[src/hdl/thermo_pkg.sv]
`default_nettype none
package thermo_pkg;
  // ---------------------------------------------------------------
  // Command codes
  // ---------------------------------------------------------------
  localparam logic [7:0] CMD_READ_TEMP  = 8'hAA;
  localparam logic [7:0] CMD_READ_COUNT = 8'hA0;
  localparam logic [7:0] CMD_READ_SLOPE = 8'hA9;
  localparam logic [7:0] CMD_START      = 8'hEE;
  localparam logic [7:0] CMD_STOP       = 8'h22;
  localparam logic [7:0] CMD_WRITE_HIGH = 8'h01;
  localparam logic [7:0] CMD_WRITE_LOW  = 8'h02;
  localparam logic [7:0] CMD_READ_HIGH  = 8'hA1;
  localparam logic [7:0] CMD_READ_LOW   = 8'hA2;
  localparam logic [7:0] CMD_WRITE_CFG  = 8'h0C;
  localparam logic [7:0] CMD_READ_CFG   = 8'hAC;
  // ---------------------------------------------------------------
  // Widths and configuration layout
  // ---------------------------------------------------------------
  localparam int CMD_W  = 8;
  localparam int WORD_W = 9;
  localparam int CFG_W  = 8;
  localparam int CNT_W  = 4;
  localparam logic [CNT_W-1:0] CMD_LAST = 4'h7;
  localparam logic [CNT_W-1:0] LEN_WORD = 4'h9;
  localparam logic [CNT_W-1:0] LEN_CFG  = 4'h8;
  localparam int CFG_ONE_SHOT = 0;
  localparam int CFG_CPU      = 1;
  localparam int CFG_NVB      = 4;
  localparam int CFG_TLF      = 5;
  localparam int CFG_THF      = 6;
  localparam int CFG_DONE     = 7;
  localparam logic [1:0] CFG_FIXED = 2'h2;
  localparam logic [WORD_W-1:0] LIMIT_RESET = 9'h000;
  localparam logic ONE_SHOT_RESET = 1'b0;
  localparam logic CPU_RESET      = 1'b0;
  // ---------------------------------------------------------------
  // Timing
  // ---------------------------------------------------------------
  localparam int unsigned CLK_PERIOD_NS = 25;
  localparam int unsigned CONV_TIME_MS  = 750;
  localparam int unsigned NV_WRITE_MS   = 10;
  localparam int unsigned CONV_CYCLES   = CONV_TIME_MS * 1000000 / CLK_PERIOD_NS;
  localparam int unsigned NV_CYCLES     = NV_WRITE_MS * 1000000 / CLK_PERIOD_NS;
  // ---------------------------------------------------------------
  // Link states
  // ---------------------------------------------------------------
  typedef enum logic [2:0] {
    ST_IDLE,
    ST_COMMAND,
    ST_READ,
    ST_WRITE,
    ST_IGNORE
  } link_state_t;
endpackage
`default_nettype wire

[src/hdl/conversion_engine.sv]
`default_nettype none
module conversion_engine
  import thermo_pkg::*;
#(
  parameter int unsigned CYCLES = CONV_CYCLES
) (
  input  wire logic clk,       // System clock
  input  wire logic reset,     // Asynchronous reset
  input  wire logic start,     // Begin conversion pulse
  input  wire logic stop,      // Halt continuous pulse
  input  wire logic one_shot,  // Single conversion mode
  output var  logic busy,      // Conversion in progress
  output var  logic done       // Conversion complete pulse
);
  localparam int CW = $clog2(CYCLES + 1);
  localparam logic [CW-1:0] LAST = CW'(CYCLES - 1);

  logic [CW-1:0] cnt_q;
  logic          repeat_q;

  always_ff @(posedge clk or posedge reset)
  begin
    if (reset)
    begin
      cnt_q    <= '0;
      repeat_q <= 1'b0;
      busy     <= 1'b0;
      done     <= 1'b0;
    end
    else
    begin
      done <= 1'b0;
      if (start)
      begin
        repeat_q <= ~one_shot;
        if (!busy)
        begin
          busy  <= 1'b1;
          cnt_q <= '0;
        end
      end
      else if (stop)
      begin
        repeat_q <= 1'b0;
      end
      if (busy && !start)
      begin
        if (cnt_q == LAST)
        begin
          done  <= 1'b1;
          cnt_q <= '0;
          busy  <= repeat_q && !stop;
        end
        else
        begin
          cnt_q <= cnt_q + 1'b1;
        end
      end
    end
  end
endmodule // conversion_engine
`default_nettype wire

[src/hdl/pin_sync.sv]
`default_nettype none
module pin_sync #(
  parameter int W = 1
) (
  input  wire logic         clk,    // System clock
  input  wire logic         reset,  // Asynchronous reset
  input  wire logic [W-1:0] din,    // Asynchronous inputs
  output var  logic [W-1:0] dout    // Synchronised inputs
);
  logic [W-1:0] meta_q;

  always_ff @(posedge clk or posedge reset)
  begin
    if (reset)
    begin
      meta_q <= '0;
      dout   <= '0;
    end
    else
    begin
      meta_q <= din;
      dout   <= meta_q;
    end
  end
endmodule // pin_sync
`default_nettype wire

[src/hdl/thermometer_serial_command_decoder.sv]
`default_nettype none
module thermometer_serial_command_decoder
  import thermo_pkg::*;
#(
  parameter int unsigned CONV_LEN = CONV_CYCLES,
  parameter int unsigned NV_LEN   = NV_CYCLES
) (
  input  wire logic              clk,                       // System clock
  input  wire logic              reset,                     // Asynchronous reset
  input  wire logic              serial_clock_convert_pin,  // Serial clock pin
  input  wire logic              xfer_rst,                  // Transfer reset pin
  input  wire logic              dq_in,                     // Data pin level
  output var  logic              dq_out,                    // Data pin drive value
  output var  logic              dq_oe,                     // Data pin drive enable
  input  wire logic [WORD_W-1:0] meas_temp,                 // Converted temperature
  input  wire logic [WORD_W-1:0] meas_count,                // Count remaining
  input  wire logic [WORD_W-1:0] meas_slope,                // Slope accumulator
  output var  logic [WORD_W-1:0] high_limit_register,       // High limit
  output var  logic [WORD_W-1:0] low_limit_register,        // Low limit
  output var  logic              single_conversion_bit,     // One-shot mode
  output var  logic              cpu_mode,                  // Three-wire use bit
  output var  logic              conv_busy,                 // Conversion running
  output var  logic              nv_busy                    // Nonvolatile write busy
);
  localparam int NW = $clog2(NV_LEN + 1);
  localparam logic [NW-1:0] NV_LAST = NW'(NV_LEN - 1);

  // ---------------------------------------------------------------
  // Pin synchronisers and edge detection
  // ---------------------------------------------------------------
  logic [2:0] pins_s;
  logic       sclk_s;
  logic       rst_s;
  logic       dq_s;
  logic       sclk_prev_q;
  logic       sclk_rise;
  logic       sclk_fall;

  pin_sync #(
    .W (3)
  ) u_sync (
    .clk   (clk),
    .reset (reset),
    .din   ({serial_clock_convert_pin, xfer_rst, dq_in}),
    .dout  (pins_s)
  );

  assign sclk_s    = pins_s[2];
  assign rst_s     = pins_s[1];
  assign dq_s      = pins_s[0];
  assign sclk_rise = sclk_s & ~sclk_prev_q;
  assign sclk_fall = ~sclk_s & sclk_prev_q;

  always_ff @(posedge clk or posedge reset)
  begin
    if (reset)
    begin
      sclk_prev_q <= 1'b0;
    end
    else
    begin
      sclk_prev_q <= sclk_s;
    end
  end

  // ---------------------------------------------------------------
  // Command helpers
  // ---------------------------------------------------------------
  function automatic logic is_read(input logic [CMD_W-1:0] c);
    return c == CMD_READ_TEMP || c == CMD_READ_COUNT || c == CMD_READ_SLOPE ||
           c == CMD_READ_HIGH || c == CMD_READ_LOW || c == CMD_READ_CFG;
  endfunction

  function automatic logic is_write(input logic [CMD_W-1:0] c);
    return c == CMD_WRITE_HIGH || c == CMD_WRITE_LOW || c == CMD_WRITE_CFG;
  endfunction

  function automatic logic [CNT_W-1:0] data_len(input logic [CMD_W-1:0] c);
    return (c == CMD_READ_CFG || c == CMD_WRITE_CFG) ? LEN_CFG : LEN_WORD;
  endfunction

  // ---------------------------------------------------------------
  // Link state
  // ---------------------------------------------------------------
  link_state_t        state_q;
  logic [CNT_W-1:0]   bit_cnt_q;
  logic [CMD_W-1:0]   cmd_q;
  logic [CMD_W-1:0]   cmd_d;
  logic [WORD_W-1:0]  rx_q;
  logic [WORD_W-1:0]  rx_d;
  logic [WORD_W-1:0]  tx_q;
  logic [WORD_W-1:0]  read_word;
  logic [CFG_W-1:0]   cfg_word;
  logic               wr_done;
  logic               start_pulse;
  logic               stop_pulse;
  logic               conv_done;
  logic [WORD_W-1:0]  temp_q;
  logic [WORD_W-1:0]  count_q;
  logic [WORD_W-1:0]  slope_q;
  logic               thf_q;
  logic               tlf_q;
  logic [NW-1:0]      nv_cnt_q;

  assign cmd_d    = {dq_s, cmd_q[CMD_W-1:1]};
  assign rx_d     = {dq_s, rx_q[WORD_W-1:1]};
  assign wr_done  = state_q == ST_WRITE && sclk_rise &&
                    bit_cnt_q == data_len(cmd_q) - 1'b1;
  assign cfg_word = {~conv_busy, thf_q, tlf_q, nv_busy, CFG_FIXED,
                     cpu_mode, single_conversion_bit};

  always_comb
  begin
    unique case (cmd_d)
      CMD_READ_TEMP:  read_word = temp_q;
      CMD_READ_COUNT: read_word = count_q;
      CMD_READ_SLOPE: read_word = slope_q;
      CMD_READ_HIGH:  read_word = high_limit_register;
      CMD_READ_LOW:   read_word = low_limit_register;
      CMD_READ_CFG:   read_word = {1'b0, cfg_word};
      default:        read_word = '0;
    endcase
  end

  always_ff @(posedge clk or posedge reset)
  begin
    if (reset)
    begin
      state_q     <= ST_IDLE;
      bit_cnt_q   <= '0;
      cmd_q       <= '0;
      rx_q        <= '0;
      tx_q        <= '0;
      start_pulse <= 1'b0;
      stop_pulse  <= 1'b0;
    end
    else
    begin
      start_pulse <= 1'b0;
      stop_pulse  <= 1'b0;
      if (!rst_s)
      begin
        state_q <= ST_IDLE;
      end
      else
      begin
        unique case (state_q)
          ST_IDLE:
          begin
            state_q   <= ST_COMMAND;
            bit_cnt_q <= '0;
          end
          ST_COMMAND:
          begin
            if (sclk_rise)
            begin
              cmd_q     <= cmd_d;
              bit_cnt_q <= bit_cnt_q + 1'b1;
              if (bit_cnt_q == CMD_LAST)
              begin
                bit_cnt_q   <= '0;
                tx_q        <= read_word;
                start_pulse <= cmd_d == CMD_START;
                stop_pulse  <= cmd_d == CMD_STOP;
                if (is_read(cmd_d))
                  state_q <= ST_READ;
                else if (is_write(cmd_d))
                  state_q <= ST_WRITE;
                else
                  state_q <= ST_IGNORE;
              end
            end
          end
          ST_READ:
          begin
            if (sclk_fall)
              tx_q <= tx_q >> 1;
            if (sclk_rise)
            begin
              bit_cnt_q <= bit_cnt_q + 1'b1;
              if (bit_cnt_q == data_len(cmd_q) - 1'b1)
                state_q <= ST_IGNORE;
            end
          end
          ST_WRITE:
          begin
            if (sclk_rise)
            begin
              rx_q      <= rx_d;
              bit_cnt_q <= bit_cnt_q + 1'b1;
              if (wr_done)
                state_q <= ST_IGNORE;
            end
          end
          ST_IGNORE: state_q <= ST_IGNORE;
          default:   state_q <= ST_IDLE;
        endcase
      end
    end
  end

  // ---------------------------------------------------------------
  // Data pin drive
  // ---------------------------------------------------------------
  always_ff @(posedge clk or posedge reset)
  begin
    if (reset)
    begin
      dq_out <= 1'b0;
      dq_oe  <= 1'b0;
    end
    else if (!rst_s || state_q != ST_READ)
    begin
      dq_oe <= 1'b0;
    end
    else if (sclk_fall)
    begin
      dq_out <= tx_q[0];
      dq_oe  <= 1'b1;
    end
    else if (sclk_s)
    begin
      dq_oe <= 1'b0;
    end
  end

  // ---------------------------------------------------------------
  // Registers written over the link
  // ---------------------------------------------------------------
  always_ff @(posedge clk or posedge reset)
  begin
    if (reset)
    begin
      high_limit_register   <= LIMIT_RESET;
      low_limit_register    <= LIMIT_RESET;
      single_conversion_bit <= ONE_SHOT_RESET;
      cpu_mode              <= CPU_RESET;
    end
    else if (wr_done && rst_s)
    begin
      unique case (cmd_q)
        CMD_WRITE_HIGH: high_limit_register <= rx_d;
        CMD_WRITE_LOW:  low_limit_register  <= rx_d;
        CMD_WRITE_CFG:
        begin
          single_conversion_bit <= rx_d[CFG_ONE_SHOT + 1];
          cpu_mode              <= rx_d[CFG_CPU + 1];
        end
        default: cpu_mode <= cpu_mode;
      endcase
    end
  end

  // Flags set by conversion results, cleared by writing zero
  always_ff @(posedge clk or posedge reset)
  begin
    if (reset)
    begin
      thf_q <= 1'b0;
      tlf_q <= 1'b0;
    end
    else
    begin
      if (conv_done && $signed(meas_temp) >= $signed(high_limit_register))
      begin
        thf_q <= 1'b1;
      end
      else if (wr_done && rst_s && cmd_q == CMD_WRITE_CFG)
      begin
        thf_q <= thf_q & rx_d[CFG_THF + 1];
      end
      if (conv_done && $signed(meas_temp) <= $signed(low_limit_register))
      begin
        tlf_q <= 1'b1;
      end
      else if (wr_done && rst_s && cmd_q == CMD_WRITE_CFG)
      begin
        tlf_q <= tlf_q & rx_d[CFG_TLF + 1];
      end
    end
  end

  // Nonvolatile busy window after each write
  always_ff @(posedge clk or posedge reset)
  begin
    if (reset)
    begin
      nv_cnt_q <= '0;
      nv_busy  <= 1'b0;
    end
    else if (wr_done && rst_s)
    begin
      nv_cnt_q <= '0;
      nv_busy  <= 1'b1;
    end
    else if (nv_busy)
    begin
      nv_cnt_q <= nv_cnt_q + 1'b1;
      nv_busy  <= nv_cnt_q != NV_LAST;
    end
  end

  // ---------------------------------------------------------------
  // Conversion control and results
  // ---------------------------------------------------------------
  conversion_engine #(
    .CYCLES (CONV_LEN)
  ) u_conv (
    .clk      (clk),
    .reset    (reset),
    .start    (start_pulse),
    .stop     (stop_pulse),
    .one_shot (single_conversion_bit),
    .busy     (conv_busy),
    .done     (conv_done)
  );

  always_ff @(posedge clk or posedge reset)
  begin
    if (reset)
    begin
      temp_q  <= '0;
      count_q <= '0;
      slope_q <= '0;
    end
    else if (conv_done)
    begin
      temp_q  <= meas_temp;
      count_q <= meas_count;
      slope_q <= meas_slope;
    end
  end
endmodule // thermometer_serial_command_decoder
`default_nettype wire

[config.mk]
export PLATFORM = sky130hd
export DESIGN_NAME = thermometer_serial_command_decoder
export DESIGN_NICKNAME = d
export VERILOG_FILES = /design/src/hdl/thermo_pkg.sv /design/src/hdl/conversion_engine.sv /design/src/hdl/pin_sync.sv /design/src/hdl/thermometer_serial_command_decoder.sv
export SDC_FILE = /design/constraint.sdc
export NUM_CORES = 1
export LEC_CHECK = 0
export ABC_AREA = 1
export BUFFER_PORTS_ARGS = -buffer_cell sky130_fd_sc_hd__buf_4
export CORE_ASPECT_RATIO = 1.1
export CORE_UTILIZATION = 45
export DETAILED_ROUTE_END_ITERATION = 8
export HOLD_SLACK_MARGIN = 0.02
export PLACE_DENSITY_LB_ADDON = 0.05
export SETUP_SLACK_MARGIN = 0.1
export SKIP_CTS_REPAIR_TIMING = 1
export SLEW_MARGIN = 25
export SYNTH_ARGS = -nofsm -noshare
export SYNTH_HDL_FRONTEND = slang
export SYNTH_HIERARCHICAL = 1
export SYNTH_SLANG_ARGS = --single-unit
[constraint.sdc]
create_clock -name clk -period 8 [get_ports clk]
set_input_delay 1.6 -clock clk [delete_from_list [all_inputs] [get_ports clk]]
set_output_delay 1.6 -clock clk [all_outputs]
set_load 0.005 [all_outputs]
==> impl_metrics.prom, run 1 <==
# TYPE chip_impl_metric gauge
chip_impl_info{name="cts.root.buffer_cell",value="sky130_fd_sc_hd__clkbuf_16"} 1
chip_impl_metric{name="final_layout_size_suffix_gt1_share",unit="%"} 12.2
chip_impl_info{name="synthTopCellsByArea",value="sky130_fd_sc_hd__dfrtp_1 45%, sky130_fd_sc_hd__nand2_1 15%, sky130_fd_sc_hd__inv_1 6.5%"} 1
chip_impl_metric{name="critical_path_arrival",unit="ns"} 1.23
chip_impl_info{name="timing.hold.worst.class",value="reg2reg"} 1
chip_impl_metric{name="sequential_cell_area",unit="µm²"} 3500
chip_impl_metric{name="grt_pass1_wl",unit="mm"} 32.1
chip_impl_metric{name="finalHoldWorstSlack",unit="ns"} 0.349
chip_impl_metric{name="detail_route.wl_per_cell",unit="µm"} 14.4
chip_impl_metric{name="number_of_global_route_vias_before_repair",unit=""} 6309
chip_impl_metric{name="max_cap_viol_count",unit=""} 0
chip_impl_metric{name="worst-path-max-fanout",unit=""} 13
chip_impl_info{name="critical_path_s_top_delay_family",value="flip-flops"} 1
chip_impl_metric{name="grt_antenna_before_repair",unit=""} 0
chip_impl_metric{name="detailed_place.area",unit="µm²"} 8450
chip_impl_info{name="yosysMostFrequentCell",value="sky130_fd_sc_hd__nand2_1"} 1
chip_impl_metric{name="dieArea",unit="µm²"} 17900
chip_impl_metric{name="drt-pass1-iter-count",unit=""} 5
chip_impl_metric{name="detailedPlace.worstSlack",unit="ns"} 4.96
chip_impl_metric{name="synthesis.area_per_instance",unit="µm²"} 7.51
chip_impl_metric{name="total_leakage_power",unit="nW"} 4.44
chip_impl_metric{name="postRouteAntennaNets",unit=""} 0
chip_impl_metric{name="slew_headroom",unit="%"} 40.3
chip_impl_metric{name="worst-slew-pin-transition",unit="ns"} 0.896
chip_impl_metric{name="number_of_vias_in_the_routed_layout",unit=""} 6615
chip_impl_metric{name="floorplan.die.width",unit="µm"} 128
chip_impl_metric{name="fin_worst_skew",unit="ns"} 0.00736
chip_impl_metric{name="syn-num-nets",unit=""} 1097
chip_impl_metric{name="setup_slack",unit="ns"} 5.17
chip_impl_metric{name="fmax",unit="MHz"} 353
chip_impl_metric{name="dp.cells",unit=""} 1315
chip_impl_metric{name="critical_path.n_buffers_inverters",unit=""} 1
chip_impl_metric{name="layout.cell_area.non_filler",unit="µm²"} 9010
chip_impl_metric{name="initialDrtViolationCount",unit=""} 409
chip_impl_metric{name="row_count",unit=""} 50
chip_impl_metric{name="final_nets",unit=""} 1155
chip_impl_info{name="yosysTopAreaCell",value="sky130_fd_sc_hd__dfrtp_1"} 1
chip_impl_metric{name="synth_enable_flop_cells",unit=""} 0
chip_impl_metric{name="layout.filler_cells",unit=""} 1688
chip_impl_info{name="worstSetupStartpointType",value="flop"} 1
chip_impl_metric{name="grt.total_usage",unit="%"} 23.0
chip_impl_metric{name="post_route_non_filler_standard_cell_count",unit=""} 1347
chip_impl_metric{name="die_h",unit="µm"} 140
chip_impl_info{name="post_synth_most_frequent_cells",value="308 x sky130_fd_sc_hd__nand2_1, 140 x sky130_fd_sc_hd__dfrtp_1, 136 x sky130_fd_sc_hd__inv_1"} 1
chip_impl_metric{name="starting_density_of_the_core",unit="%"} 46.0
chip_impl_metric{name="grt.overflow.total",unit=""} 0
chip_impl_metric{name="grt_max_degree",unit=""} 71
chip_impl_metric{name="place.gp.congestion",unit=""} 0.866
chip_impl_metric{name="cts_max_path_buffers",unit=""} 2
chip_impl_metric{name="synth.lib_cells_used.distinct",unit=""} 46
chip_impl_metric{name="ys_async_sr_fraction",unit="%"} 100
chip_impl_metric{name="cts_inserted_buffers",unit=""} 17
chip_impl_info{name="cts_tree",value="yes"} 1
chip_impl_metric{name="clkLatencyLatePin",unit="ns"} 0.42
chip_impl_metric{name="crit_required",unit="ns"} 6.40
chip_impl_metric{name="synth_largest_type_area_fraction",unit="%"} 44.8
chip_impl_metric{name="ys.warnings.count",unit=""} 6
chip_impl_metric{name="ys_ff_latch",unit=""} 140
chip_impl_info{name="path_cells",value="buf_4"} 1
chip_impl_metric{name="syn_inst",unit=""} 1042
chip_impl_metric{name="syn-cell-area",unit="µm²"} 7830
chip_impl_metric{name="final_count_of_pins_violating_max_slew",unit=""} 0
chip_impl_metric{name="fin_setup_tns",unit="ns"} 0
chip_impl_metric{name="core_region_area",unit="µm²"} 17000
chip_impl_metric{name="cts_sinks",unit=""} 140
chip_impl_info{name="rsz_0062_raised_after_global_routing",value="no"} 1
chip_impl_metric{name="cts.htree.levels",unit=""} 4
chip_impl_metric{name="postRouteWirelength",unit="mm"} 19.3
chip_impl_metric{name="period_needed",unit="ns"} 2.83
chip_impl_metric{name="n_antenna_cell",unit=""} 0
chip_impl_metric{name="timing.final.crit_share",unit="%"} 35.4
chip_impl_metric{name="vdd_ir_drop_max",unit="mV"} 0.157
chip_impl_metric{name="yosysSeqAreaShare",unit="%"} 44.8
chip_impl_metric{name="dp_wirelength",unit="mm"} 14.3
chip_impl_info{name="cp-end-kind",value="primary output"} 1
chip_impl_metric{name="max_stage_delay",unit="ns"} 0.62
chip_impl_info{name="cpMaxStageDelayCell",value="sky130_fd_sc_hd__dfrtp_1"} 1
chip_impl_metric{name="multi_input_area",unit="µm²"} 3670
chip_impl_info{name="synth_ff_type",value="sky130_fd_sc_hd__dfrtp_1"} 1
chip_impl_metric{name="final_setup_violation_count",unit=""} 0
chip_impl_metric{name="area.growth.synth_to_final",unit="%"} 15.1
chip_impl_info{name="path_class",value="reg2out"} 1
chip_impl_metric{name="finalHoldViolations",unit=""} 0
chip_impl_metric{name="vias_per_cell",unit=""} 4.91
chip_impl_metric{name="post-route-drc-count",unit=""} 0
chip_impl_metric{name="port_buffers",unit=""} 55
chip_impl_info{name="outcome",value="finished clean"} 1
chip_impl_metric{name="worst_setup_hold_path_clk_slew",unit="ns"} 0.06
chip_impl_metric{name="boundaryPins",unit=""} 56
chip_impl_metric{name="cell_pwr_density",unit="nW/µm²"} 192
==> cells by family after synthesis <==
kind of cell	count (synthesis)	share of synthesized area, %
flip-flops	140	44.8
XOR/XNOR	16	1.79
buffers and inverters	164	8.38
multiplexers	1	0.144
AND/OR/NAND/NOR	570	31.9
AO/OA/AOI/OAI	128	9.34
adder cells (fa/ha/maj)	23	3.68
==> final timing paths <==
path                                  start          endpoint  slack, ns  cells past startpoint
min reg2reg                u_sync/meta_q[1]    u_sync/dout[1]       0.35                      0
min                        u_sync/meta_q[1]    u_sync/dout[1]       0.35                      0
max reg2reg                     u_conv/busy  u_conv/cnt_q[24]       5.28                      5
max in group asynchronous             reset        count_q[5]       5.51                      3
min in group asynchronous             reset  u_sync/meta_q[0]       1.14                      2
max                                 nv_busy           nv_busy       5.17                      1
==> state kept, by name, indices dropped and copies added (netlist names), 3 cells and up <==
name and count:
u_sync/dout 3, nv_cnt_q 19, high_limit_register 9, low_limit_register 9, state_q 3, temp_q 9, tx_q 9, u_conv/cnt_q 25
count_q 9, bit_cnt_q 4, u_sync/meta_q 3, slope_q 9, rx_q 8, cmd_q 8
==> power by group <==
group	internal, mW	switching [mW]
logic	0.0647	0.136
registers	0.732	0.0362
clock network	0.433	0.328
==> final cells by class <==
| cell class | count | share of cell area, % |
|---|---|---|
| multi-input cells | 738 | 40.7 |
| flip-flops and latches | 140 | 38.9 |
| inverters | 145 | 6.07 |
| repair buffers | 58 | 4.83 |
| clock buffers | 18 | 4.76 |
| well taps | 234 | 3.25 |
| clock inverters | 14 | 1.51 |
==> per-layer routing <==
metal / GRT usage [%] / wire (µm)
met2: 34.9 / 8520
met4: 6.44 / 271
met5: 0 / 0
met3: 4.05 / 678
met1: 33.6 / 9870
==> placed cells by master (no fill, tap or decap), types with 2 or more instances in the layout <==
cell	instances
sky130_fd_sc_hd__clkbuf_16	17
sky130_fd_sc_hd__nand3b_1	7
sky130_fd_sc_hd__nor2_1	125
sky130_fd_sc_hd__nand2_1	308
sky130_fd_sc_hd__inv_6	5
sky130_fd_sc_hd__nand3_1	62
sky130_fd_sc_hd__a21oi_1	26
sky130_fd_sc_hd__xor2_1	11
sky130_fd_sc_hd__nor2_2	4
sky130_fd_sc_hd__and2_1	2
sky130_fd_sc_hd__or2_1	2
sky130_fd_sc_hd__nor4_1	3
sky130_fd_sc_hd__clkinv_4	2
sky130_fd_sc_hd__nor2_4	4
sky130_fd_sc_hd__dfrtp_1	140
sky130_fd_sc_hd__o21ai_0	67
sky130_fd_sc_hd__ha_1	23
sky130_fd_sc_hd__o22ai_1	4
sky130_fd_sc_hd__nand2_2	7
sky130_fd_sc_hd__buf_4	58
sky130_fd_sc_hd__nand3_4	2
sky130_fd_sc_hd__inv_2	8
sky130_fd_sc_hd__a31oi_1	3
sky130_fd_sc_hd__inv_1	135
sky130_fd_sc_hd__xnor2_1	5
sky130_fd_sc_hd__o21ai_2	8
sky130_fd_sc_hd__o21bai_1	2
sky130_fd_sc_hd__o2111ai_1	3
sky130_fd_sc_hd__nand2_4	4
sky130_fd_sc_hd__nand4_1	18
sky130_fd_sc_hd__clkinvlp_4	6
sky130_fd_sc_hd__o211ai_1	4
sky130_fd_sc_hd__o21ai_1	7
sky130_fd_sc_hd__nor3_1	14
sky130_fd_sc_hd__or2_2	2
==> stage by stage <==
stage               util (%)  power (mW)
floorplan                  -       0.921
detailed placement      49.6       0.980
global route            53.0        1.81
global placement        49.6       0.979
finish                  53.0        1.73
CTS                     53.0        1.75
Note: power is estimated with default switching activity, not from simulation.
==> run 2: changes to the inputs <==
==> constraint.sdc (replaced) <==
create_clock -name clk -period 2.39 [get_ports clk]
set_input_delay 0.478 -clock clk [delete_from_list [all_inputs] [get_ports clk]]
set_output_delay 0.478 -clock clk [all_outputs]
set_load 0.005 [all_outputs]
==> run 2 against run 1 <==
  * Clock-buffer cell count is the same
  * Flip-flop and latch count is the same
  * Worst hold slack lost 0.32 ns
  * Combinational power grew to 3.4 times the previous value
  * Via count grew 1.7%
  * Critical endpoint is now thf_q
  * Sequential share of layout area shrank 0.27 points
  * Sequential power grew to 3.3 times the previous value
==> impl_metrics.prom, run 2 (same netlist as run 1, synthesis figures left out) <==
# TYPE chip_impl_metric gauge
chip_impl_info{name="outcome",value="finished clean"} 1
chip_impl_info{name="final_cell_mix",value="308 x sky130_fd_sc_hd__nand2_1, 140 x sky130_fd_sc_hd__dfrtp_1, 135 x sky130_fd_sc_hd__inv_1, 125 x sky130_fd_sc_hd__nor2_1, 67 x sky130_fd_sc_hd__o21ai_0"} 1
chip_impl_metric{name="boundaryPins",unit=""} 56
chip_impl_metric{name="finalHoldWorstSlack",unit="ns"} 0.0278
chip_impl_metric{name="worst_setup_hold_path_clk_slew",unit="ns"} 0.07
chip_impl_metric{name="cell_pwr_density",unit="nW/µm²"} 652
chip_impl_metric{name="timing.final.crit_share",unit="%"} 83.6
chip_impl_info{name="path_class",value="reg2reg"} 1
chip_impl_metric{name="power.share.switching",unit="%"} 28.2
chip_impl_metric{name="finalHoldViolations",unit=""} 0
chip_impl_metric{name="post_route_non_filler_standard_cell_count",unit=""} 1349
chip_impl_metric{name="layout.filler_cells",unit=""} 1725
chip_impl_metric{name="net_switching_power",unit="mW"} 1.67
chip_impl_metric{name="dp.cells",unit=""} 1317
chip_impl_metric{name="port_buffers",unit=""} 55
chip_impl_metric{name="starting_density_of_the_core",unit="%"} 46.0
chip_impl_info{name="cts.root.buffer_cell",value="sky130_fd_sc_hd__clkbuf_16"} 1
chip_impl_metric{name="place.gp.congestion",unit=""} 0.873
chip_impl_metric{name="cts_sinks",unit=""} 140
chip_impl_metric{name="report.power.total",unit="mW"} 5.92
chip_impl_metric{name="number_of_vias_in_the_routed_layout",unit=""} 6729
chip_impl_metric{name="final_count_of_pins_violating_max_slew",unit=""} 0
chip_impl_metric{name="grt_antenna_before_repair",unit=""} 0
chip_impl_metric{name="final_nets",unit=""} 1157
chip_impl_metric{name="worstRegToRegCells",unit=""} 9
chip_impl_metric{name="area.growth.synth_to_final",unit="%"} 16.0
chip_impl_metric{name="worst-slew-pin-transition",unit="ns"} 0.672
chip_impl_info{name="worstSetupStartpointType",value="flop"} 1
chip_impl_metric{name="total_leakage_power",unit="nW"} 4.48
chip_impl_metric{name="cts.htree.levels",unit=""} 4
chip_impl_metric{name="dieArea",unit="µm²"} 17900
chip_impl_metric{name="intPower",unit="mW"} 4.25
chip_impl_info{name="cts_tree",value="yes"} 1
chip_impl_metric{name="sequential_cell_area",unit="µm²"} 3500
chip_impl_metric{name="vdd_ir_drop_max",unit="mV"} 0.501
chip_impl_metric{name="setup_slack",unit="ns"} 0.393
chip_impl_metric{name="cts_inserted_buffers",unit=""} 17
chip_impl_info{name="commonest_non_fill_non_tap_cell_in_the_layout",value="sky130_fd_sc_hd__nand2_1"} 1
chip_impl_metric{name="row_count",unit=""} 50
chip_impl_metric{name="clkLatencyLatePin",unit="ns"} 0.42
chip_impl_metric{name="cts_max_path_buffers",unit=""} 2
chip_impl_metric{name="final_setup_violation_count",unit=""} 0
chip_impl_metric{name="grt.total_usage",unit="%"} 22.8
chip_impl_metric{name="postRouteWirelength",unit="mm"} 19.2
chip_impl_metric{name="grt_pass1_wl",unit="mm"} 31.9
chip_impl_metric{name="post-route-drc-count",unit=""} 0
chip_impl_metric{name="initialDrtViolationCount",unit=""} 480
chip_impl_metric{name="crit_required",unit="ns"} 2.70
chip_impl_metric{name="max_cap_viol_count",unit=""} 0
chip_impl_metric{name="vias_per_cell",unit=""} 4.99
chip_impl_metric{name="fin_worst_skew",unit="ns"} 0.0102
chip_impl_metric{name="reg2reg_setup_slack",unit="ns"} 0.39
chip_impl_metric{name="dp_wirelength",unit="mm"} 14.1
chip_impl_metric{name="drt-pass1-iter-count",unit=""} 5
chip_impl_metric{name="number_of_global_route_vias_before_repair",unit=""} 6376
chip_impl_info{name="regMostFlops",value="u_conv/cnt_q"} 1
chip_impl_metric{name="fin_setup_tns",unit="ns"} 0
chip_impl_metric{name="period_needed",unit="ns"} 2.00
chip_impl_metric{name="core_region_area",unit="µm²"} 17000
chip_impl_metric{name="comb_power_share",unit="%"} 11.5
chip_impl_metric{name="final_layout_size_suffix_gt1_share",unit="%"} 12.5
chip_impl_info{name="cp-end-kind",value="flop"} 1
chip_impl_metric{name="postRouteAntennaNets",unit=""} 0
chip_impl_info{name="layout_top_registers",value="u_conv/cnt_q x25, nv_cnt_q x19"} 1
chip_impl_metric{name="clkPwrFrac",unit="%"} 45.3
chip_impl_metric{name="part_of_the_power_in_registers",unit="%"} 43.3
chip_impl_info{name="rsz_0062_raised_after_global_routing",value="no"} 1
chip_impl_metric{name="fmax",unit="MHz"} 501
chip_impl_metric{name="critical_path_arrival",unit="ns"} 2.30
chip_impl_metric{name="detail_route.wl_per_cell",unit="µm"} 14.2
chip_impl_metric{name="grt_max_degree",unit=""} 107
chip_impl_metric{name="die_h",unit="µm"} 140
chip_impl_metric{name="multi_input_area",unit="µm²"} 3670
chip_impl_metric{name="n_antenna_cell",unit=""} 0
chip_impl_metric{name="flip_flop_count_of_the_largest_register_all_copies_and_words_added",unit=""} 25
chip_impl_metric{name="worst-path-max-fanout",unit=""} 17
chip_impl_metric{name="detailedPlace.worstSlack",unit="ns"} 0.387
chip_impl_metric{name="slew_headroom",unit="%"} 55.0
chip_impl_metric{name="floorplan.die.width",unit="µm"} 128
chip_impl_metric{name="grt.overflow.total",unit=""} 0
chip_impl_info{name="timing.hold.worst.class",value="in2async"} 1
## run 2: layout make-up
type	instances	area share (%)
clock inverter	14	1.78
tap	234	3.23
inverter	145	6.04
clock buffer	18	4.84
sequential	140	38.6
multi-input combinational	738	40.4
timing repair buffer	60	5.10
## run 2: path summary, 6_finish.rpt
check / start / end
worst max-delay path: state_q[0] / thf_q
worst min-delay path: reset / u_sync/meta_q[0]
worst max register to register: state_q[0] / thf_q
worst min register to register: u_sync/meta_q[0] / u_sync/dout[0]
max in group asynchronous: reset / slope_q[6]
min in group clk: xfer_rst / u_sync/meta_q[1]
## run 2: worst max-delay path: stages, from the launching register on
cell and delay, ns:
sky130_fd_sc_hd__dfrtp_1 0.44, sky130_fd_sc_hd__inv_2 0.05, sky130_fd_sc_hd__nor2_1 0.12, sky130_fd_sc_hd__nand2_1 0.14, sky130_fd_sc_hd__nor2_4 0.30, sky130_fd_sc_hd__nand3_4 0.25
sky130_fd_sc_hd__nor2_1 0.15, sky130_fd_sc_hd__nand2_1 0.17, sky130_fd_sc_hd__o21ai_1 0.20, sky130_fd_sc_hd__nand2_1 0.06
## run 2: metrics by stage
step | util (%) | instance area [µm²]
after CTS | 53.3 | 9080
after global routing | 53.3 | 9080
after floorplan | - | 7830
after detailed placement | 49.8 | 8480
final | 53.3 | 9080
after global placement | 49.8 | 8480
## run 2: power groups by stage
stage	combinational (mW)	sequential, mW	clock [mW]
final	0.678	2.56	2.68
after global routing	0.779	2.57	2.83
after floorplan	0.502	2.58	0
after detailed placement	0.674	2.60	0
after global placement	0.674	2.60	0
after CTS	0.678	2.56	2.73
## run 2: per-layer routing
metal  global-route usage, %  up-vias  part of all wire (%)
met5                       0        -                     0
met4                    7.31        0                   1.2
met3                    2.90       16                   3.3
met2                    35.0      128                    45
met1                    33.2     3147                    51
li1                        -     3438                     -
==> run 3: changes to the inputs <==
==> constraint.sdc (replaced) <==
create_clock -name clk -period 1.8 [get_ports clk]
set_input_delay 0.36 -clock clk [delete_from_list [all_inputs] [get_ports clk]]
set_output_delay 0.36 -clock clk [all_outputs]
set_load 0.005 [all_outputs]
==> run 3 against run 2 <==
  * Register-to-register slack got worse by 0.38 ns
  * Total power rose by 40%
  * Clock-buffer cell count did not move
  * Sequential power rose by 34%
  * Worst hold slack improved by 0.0084 ns
  * Critical endpoint is now low_limit_register[8]
==> impl_metrics.prom, run 3 (same netlist as run 1, synthesis figures left out) <==
# TYPE chip_impl_metric gauge
chip_impl_metric{name="initialDrtViolationCount",unit=""} 526
chip_impl_metric{name="vdd_ir_drop_max",unit="mV"} 0.683
chip_impl_metric{name="final_nets",unit=""} 1226
chip_impl_metric{name="grt_max_degree",unit=""} 66
chip_impl_metric{name="post-route-drc-count",unit=""} 0
chip_impl_metric{name="fin_setup_tns",unit="ns"} 0
chip_impl_metric{name="final_layout_size_suffix_gt1_share",unit="%"} 24.4
chip_impl_metric{name="postRouteAntennaNets",unit=""} 0
chip_impl_metric{name="vias_per_cell",unit=""} 5.00
chip_impl_metric{name="drt-pass1-iter-count",unit=""} 5
chip_impl_metric{name="cell_pwr_density",unit="nW/µm²"} 824
chip_impl_metric{name="worst-slew-pin-transition",unit="ns"} 0.578
chip_impl_info{name="layout_top_registers",value="u_conv/cnt_q x25, nv_cnt_q x19"} 1
chip_impl_metric{name="cts_inserted_buffers",unit=""} 17
chip_impl_metric{name="flip_flop_count_of_the_largest_register_all_copies_and_words_added",unit=""} 25
chip_impl_metric{name="n_antenna_cell",unit=""} 0
chip_impl_metric{name="worst-path-max-fanout",unit=""} 7
chip_impl_metric{name="grt_antenna_before_repair",unit=""} 0
chip_impl_metric{name="grt.overflow.total",unit=""} 0
chip_impl_metric{name="floorplan.die.width",unit="µm"} 128
chip_impl_metric{name="dp_wirelength",unit="mm"} 14.9
chip_impl_metric{name="starting_density_of_the_core",unit="%"} 46.0
chip_impl_metric{name="max_cap_viol_count",unit=""} 0
chip_impl_metric{name="grt_pass1_wl",unit="mm"} 33.0
chip_impl_metric{name="crit_required",unit="ns"} 2.11
chip_impl_metric{name="postRouteWirelength",unit="mm"} 20.8
chip_impl_metric{name="port_buffers",unit=""} 55
chip_impl_metric{name="cts.htree.levels",unit=""} 4
chip_impl_info{name="timing.hold.worst.class",value="in2reg"} 1
chip_impl_metric{name="area.growth.synth_to_final",unit="%"} 28.2
chip_impl_metric{name="place.gp.congestion",unit=""} 0.907
chip_impl_info{name="final_cell_mix",value="277 x sky130_fd_sc_hd__nand2_1, 132 x sky130_fd_sc_hd__dfrtp_1, 131 x sky130_fd_sc_hd__inv_1, 114 x sky130_fd_sc_hd__buf_4, 111 x sky130_fd_sc_hd__nor2_1"} 1
chip_impl_metric{name="core_region_area",unit="µm²"} 17000
chip_impl_info{name="cp-end-kind",value="flop"} 1
chip_impl_info{name="cts.root.buffer_cell",value="sky130_fd_sc_hd__clkbuf_16"} 1
chip_impl_info{name="commonest_non_fill_non_tap_cell_in_the_layout",value="sky130_fd_sc_hd__nand2_1"} 1
chip_impl_metric{name="finalHoldViolations",unit=""} 0
chip_impl_metric{name="period_needed",unit="ns"} 1.79
chip_impl_metric{name="row_count",unit=""} 50
chip_impl_metric{name="grt.total_usage",unit="%"} 23.5
chip_impl_metric{name="timing.final.crit_share",unit="%"} 99.3
chip_impl_info{name="worstSetupStartpointType",value="flop"} 1
chip_impl_metric{name="critical_path_arrival",unit="ns"} 2.09
chip_impl_info{name="outcome",value="finished clean"} 1
chip_impl_metric{name="fmax",unit="MHz"} 560
chip_impl_metric{name="final_count_of_pins_violating_max_slew",unit=""} 0
chip_impl_info{name="rsz_0062_raised_after_global_routing",value="yes"} 1
chip_impl_metric{name="cts_sinks",unit=""} 140
chip_impl_info{name="regMostFlops",value="u_conv/cnt_q"} 1
chip_impl_metric{name="detail_route.wl_per_cell",unit="µm"} 14.7
chip_impl_metric{name="number_of_global_route_vias_before_repair",unit=""} 6537
chip_impl_metric{name="number_of_vias_in_the_routed_layout",unit=""} 7084
chip_impl_metric{name="total_leakage_power",unit="nW"} 4.88
chip_impl_metric{name="fin_util",unit="%"} 59.0
chip_impl_metric{name="final_setup_violation_count",unit=""} 0
chip_impl_metric{name="slew_headroom",unit="%"} 61.2
chip_impl_info{name="path_class",value="reg2reg"} 1
chip_impl_info{name="cts_tree",value="yes"} 1
chip_impl_metric{name="fin_worst_skew",unit="ns"} 0.0107
chip_impl_metric{name="die_h",unit="µm"} 140
chip_impl_metric{name="boundaryPins",unit=""} 56
chip_impl_metric{name="dieArea",unit="µm²"} 17900
chip_impl_metric{name="worst_setup_hold_path_clk_slew",unit="ns"} 0.06
chip_impl_metric{name="cts_max_path_buffers",unit=""} 2
chip_impl_metric{name="clkLatencyLatePin",unit="ns"} 0.43
==> run 3: critical path, cell delays in order, from the launching register on <==
cell	delay, ns
sky130_fd_sc_hd__dfrtp_1	0.40
sky130_fd_sc_hd__inv_2	0.09
sky130_fd_sc_hd__nand2_2	0.07
sky130_fd_sc_hd__nor2_4	0.20
sky130_fd_sc_hd__nand4_4	0.13
sky130_fd_sc_hd__nand2_4	0.11
sky130_fd_sc_hd__nand3_4	0.10
sky130_fd_sc_hd__nor2_8	0.28
sky130_fd_sc_hd__nand2_8	0.14
sky130_fd_sc_hd__nand2_2	0.10
sky130_fd_sc_hd__o21ai_2	0.05
==> run 3: metrics by stage <==
| step | total power [mW] | std cells | instance area, µm² | setup WS, ns | hold WS, ns |
|---|---|---|---|---|---|
| final | 8.27 | 1418 | 10000 | 0.0130 | 0.0362 |
| after global routing | 8.64 | 1418 | 10000 | -0.0710 | 0.0217 |
| after CTS | 8.00 | 1382 | 9330 | -0.0901 | -0.100 |
| after detailed placement | 4.42 | 1350 | 8740 | -0.0593 | 0.336 |
| after global placement | 4.42 | 1350 | 8740 | -0.0297 | 0.332 |
| after floorplan | 4.09 | 1042 | 7830 | 0.166 | 0.151 |
==> run 3: power by group <==
| group | internal, mW | total (mW) | leakage [nW] | switching [mW] |
|---|---|---|---|---|
| combinational | 0.521 | 1.30 | 2.84 | 0.778 |
| sequential | 3.26 | 3.43 | 1.77 | 0.165 |
| clock | 2.10 | 3.54 | 0.281 | 1.44 |
| total | 5.88 | 8.27 | 4.88 | 2.39 |
==> run 3: area by class of cell <==
cell class / count / area [µm²]
fillers: 1600 / 6980
clock inverters: 14 / 156
well taps: 234 / 293
multi-input cells: 740 / 4040
flip-flops and latches: 140 / 3510
repair buffers: 127 / 1030
clock buffers: 18 / 439
inverters: 145 / 553
==> run 3: worst paths after layout <==
| kind | startpoint | endpoint | slack [ns] | cells after the start |
|---|---|---|---|---|
| max | cmd_q[1] | low_limit_register[8] | 0.01 | 10 |
| min | xfer_rst | u_sync/meta_q[1] | 0.04 | 1 |
| max reg2reg | cmd_q[1] | low_limit_register[8] | 0.01 | 10 |
| min reg2reg | u_sync/meta_q[0] | u_sync/dout[0] | 0.35 | 0 |
| max in group asynchronous | reset | cmd_q[2] | 0.69 | 4 |
| min in group asynchronous | reset | u_sync/dout[0] | 0.46 | 3 |
==> run 3: per-layer routing <==
metal | track usage, % | wire [µm] | vias to the layer above | part of all wire, %
li1 | - | - | 3587 | -
met1 | 34.5 | 10200 | 3328 | 49
met2 | 35.5 | 9540 | 145 | 46
met3 | 3.63 | 826 | 24 | 4.0
met4 | 7.12 | 278 | 0 | 1.3
met5 | 0 | 0 | - | 0
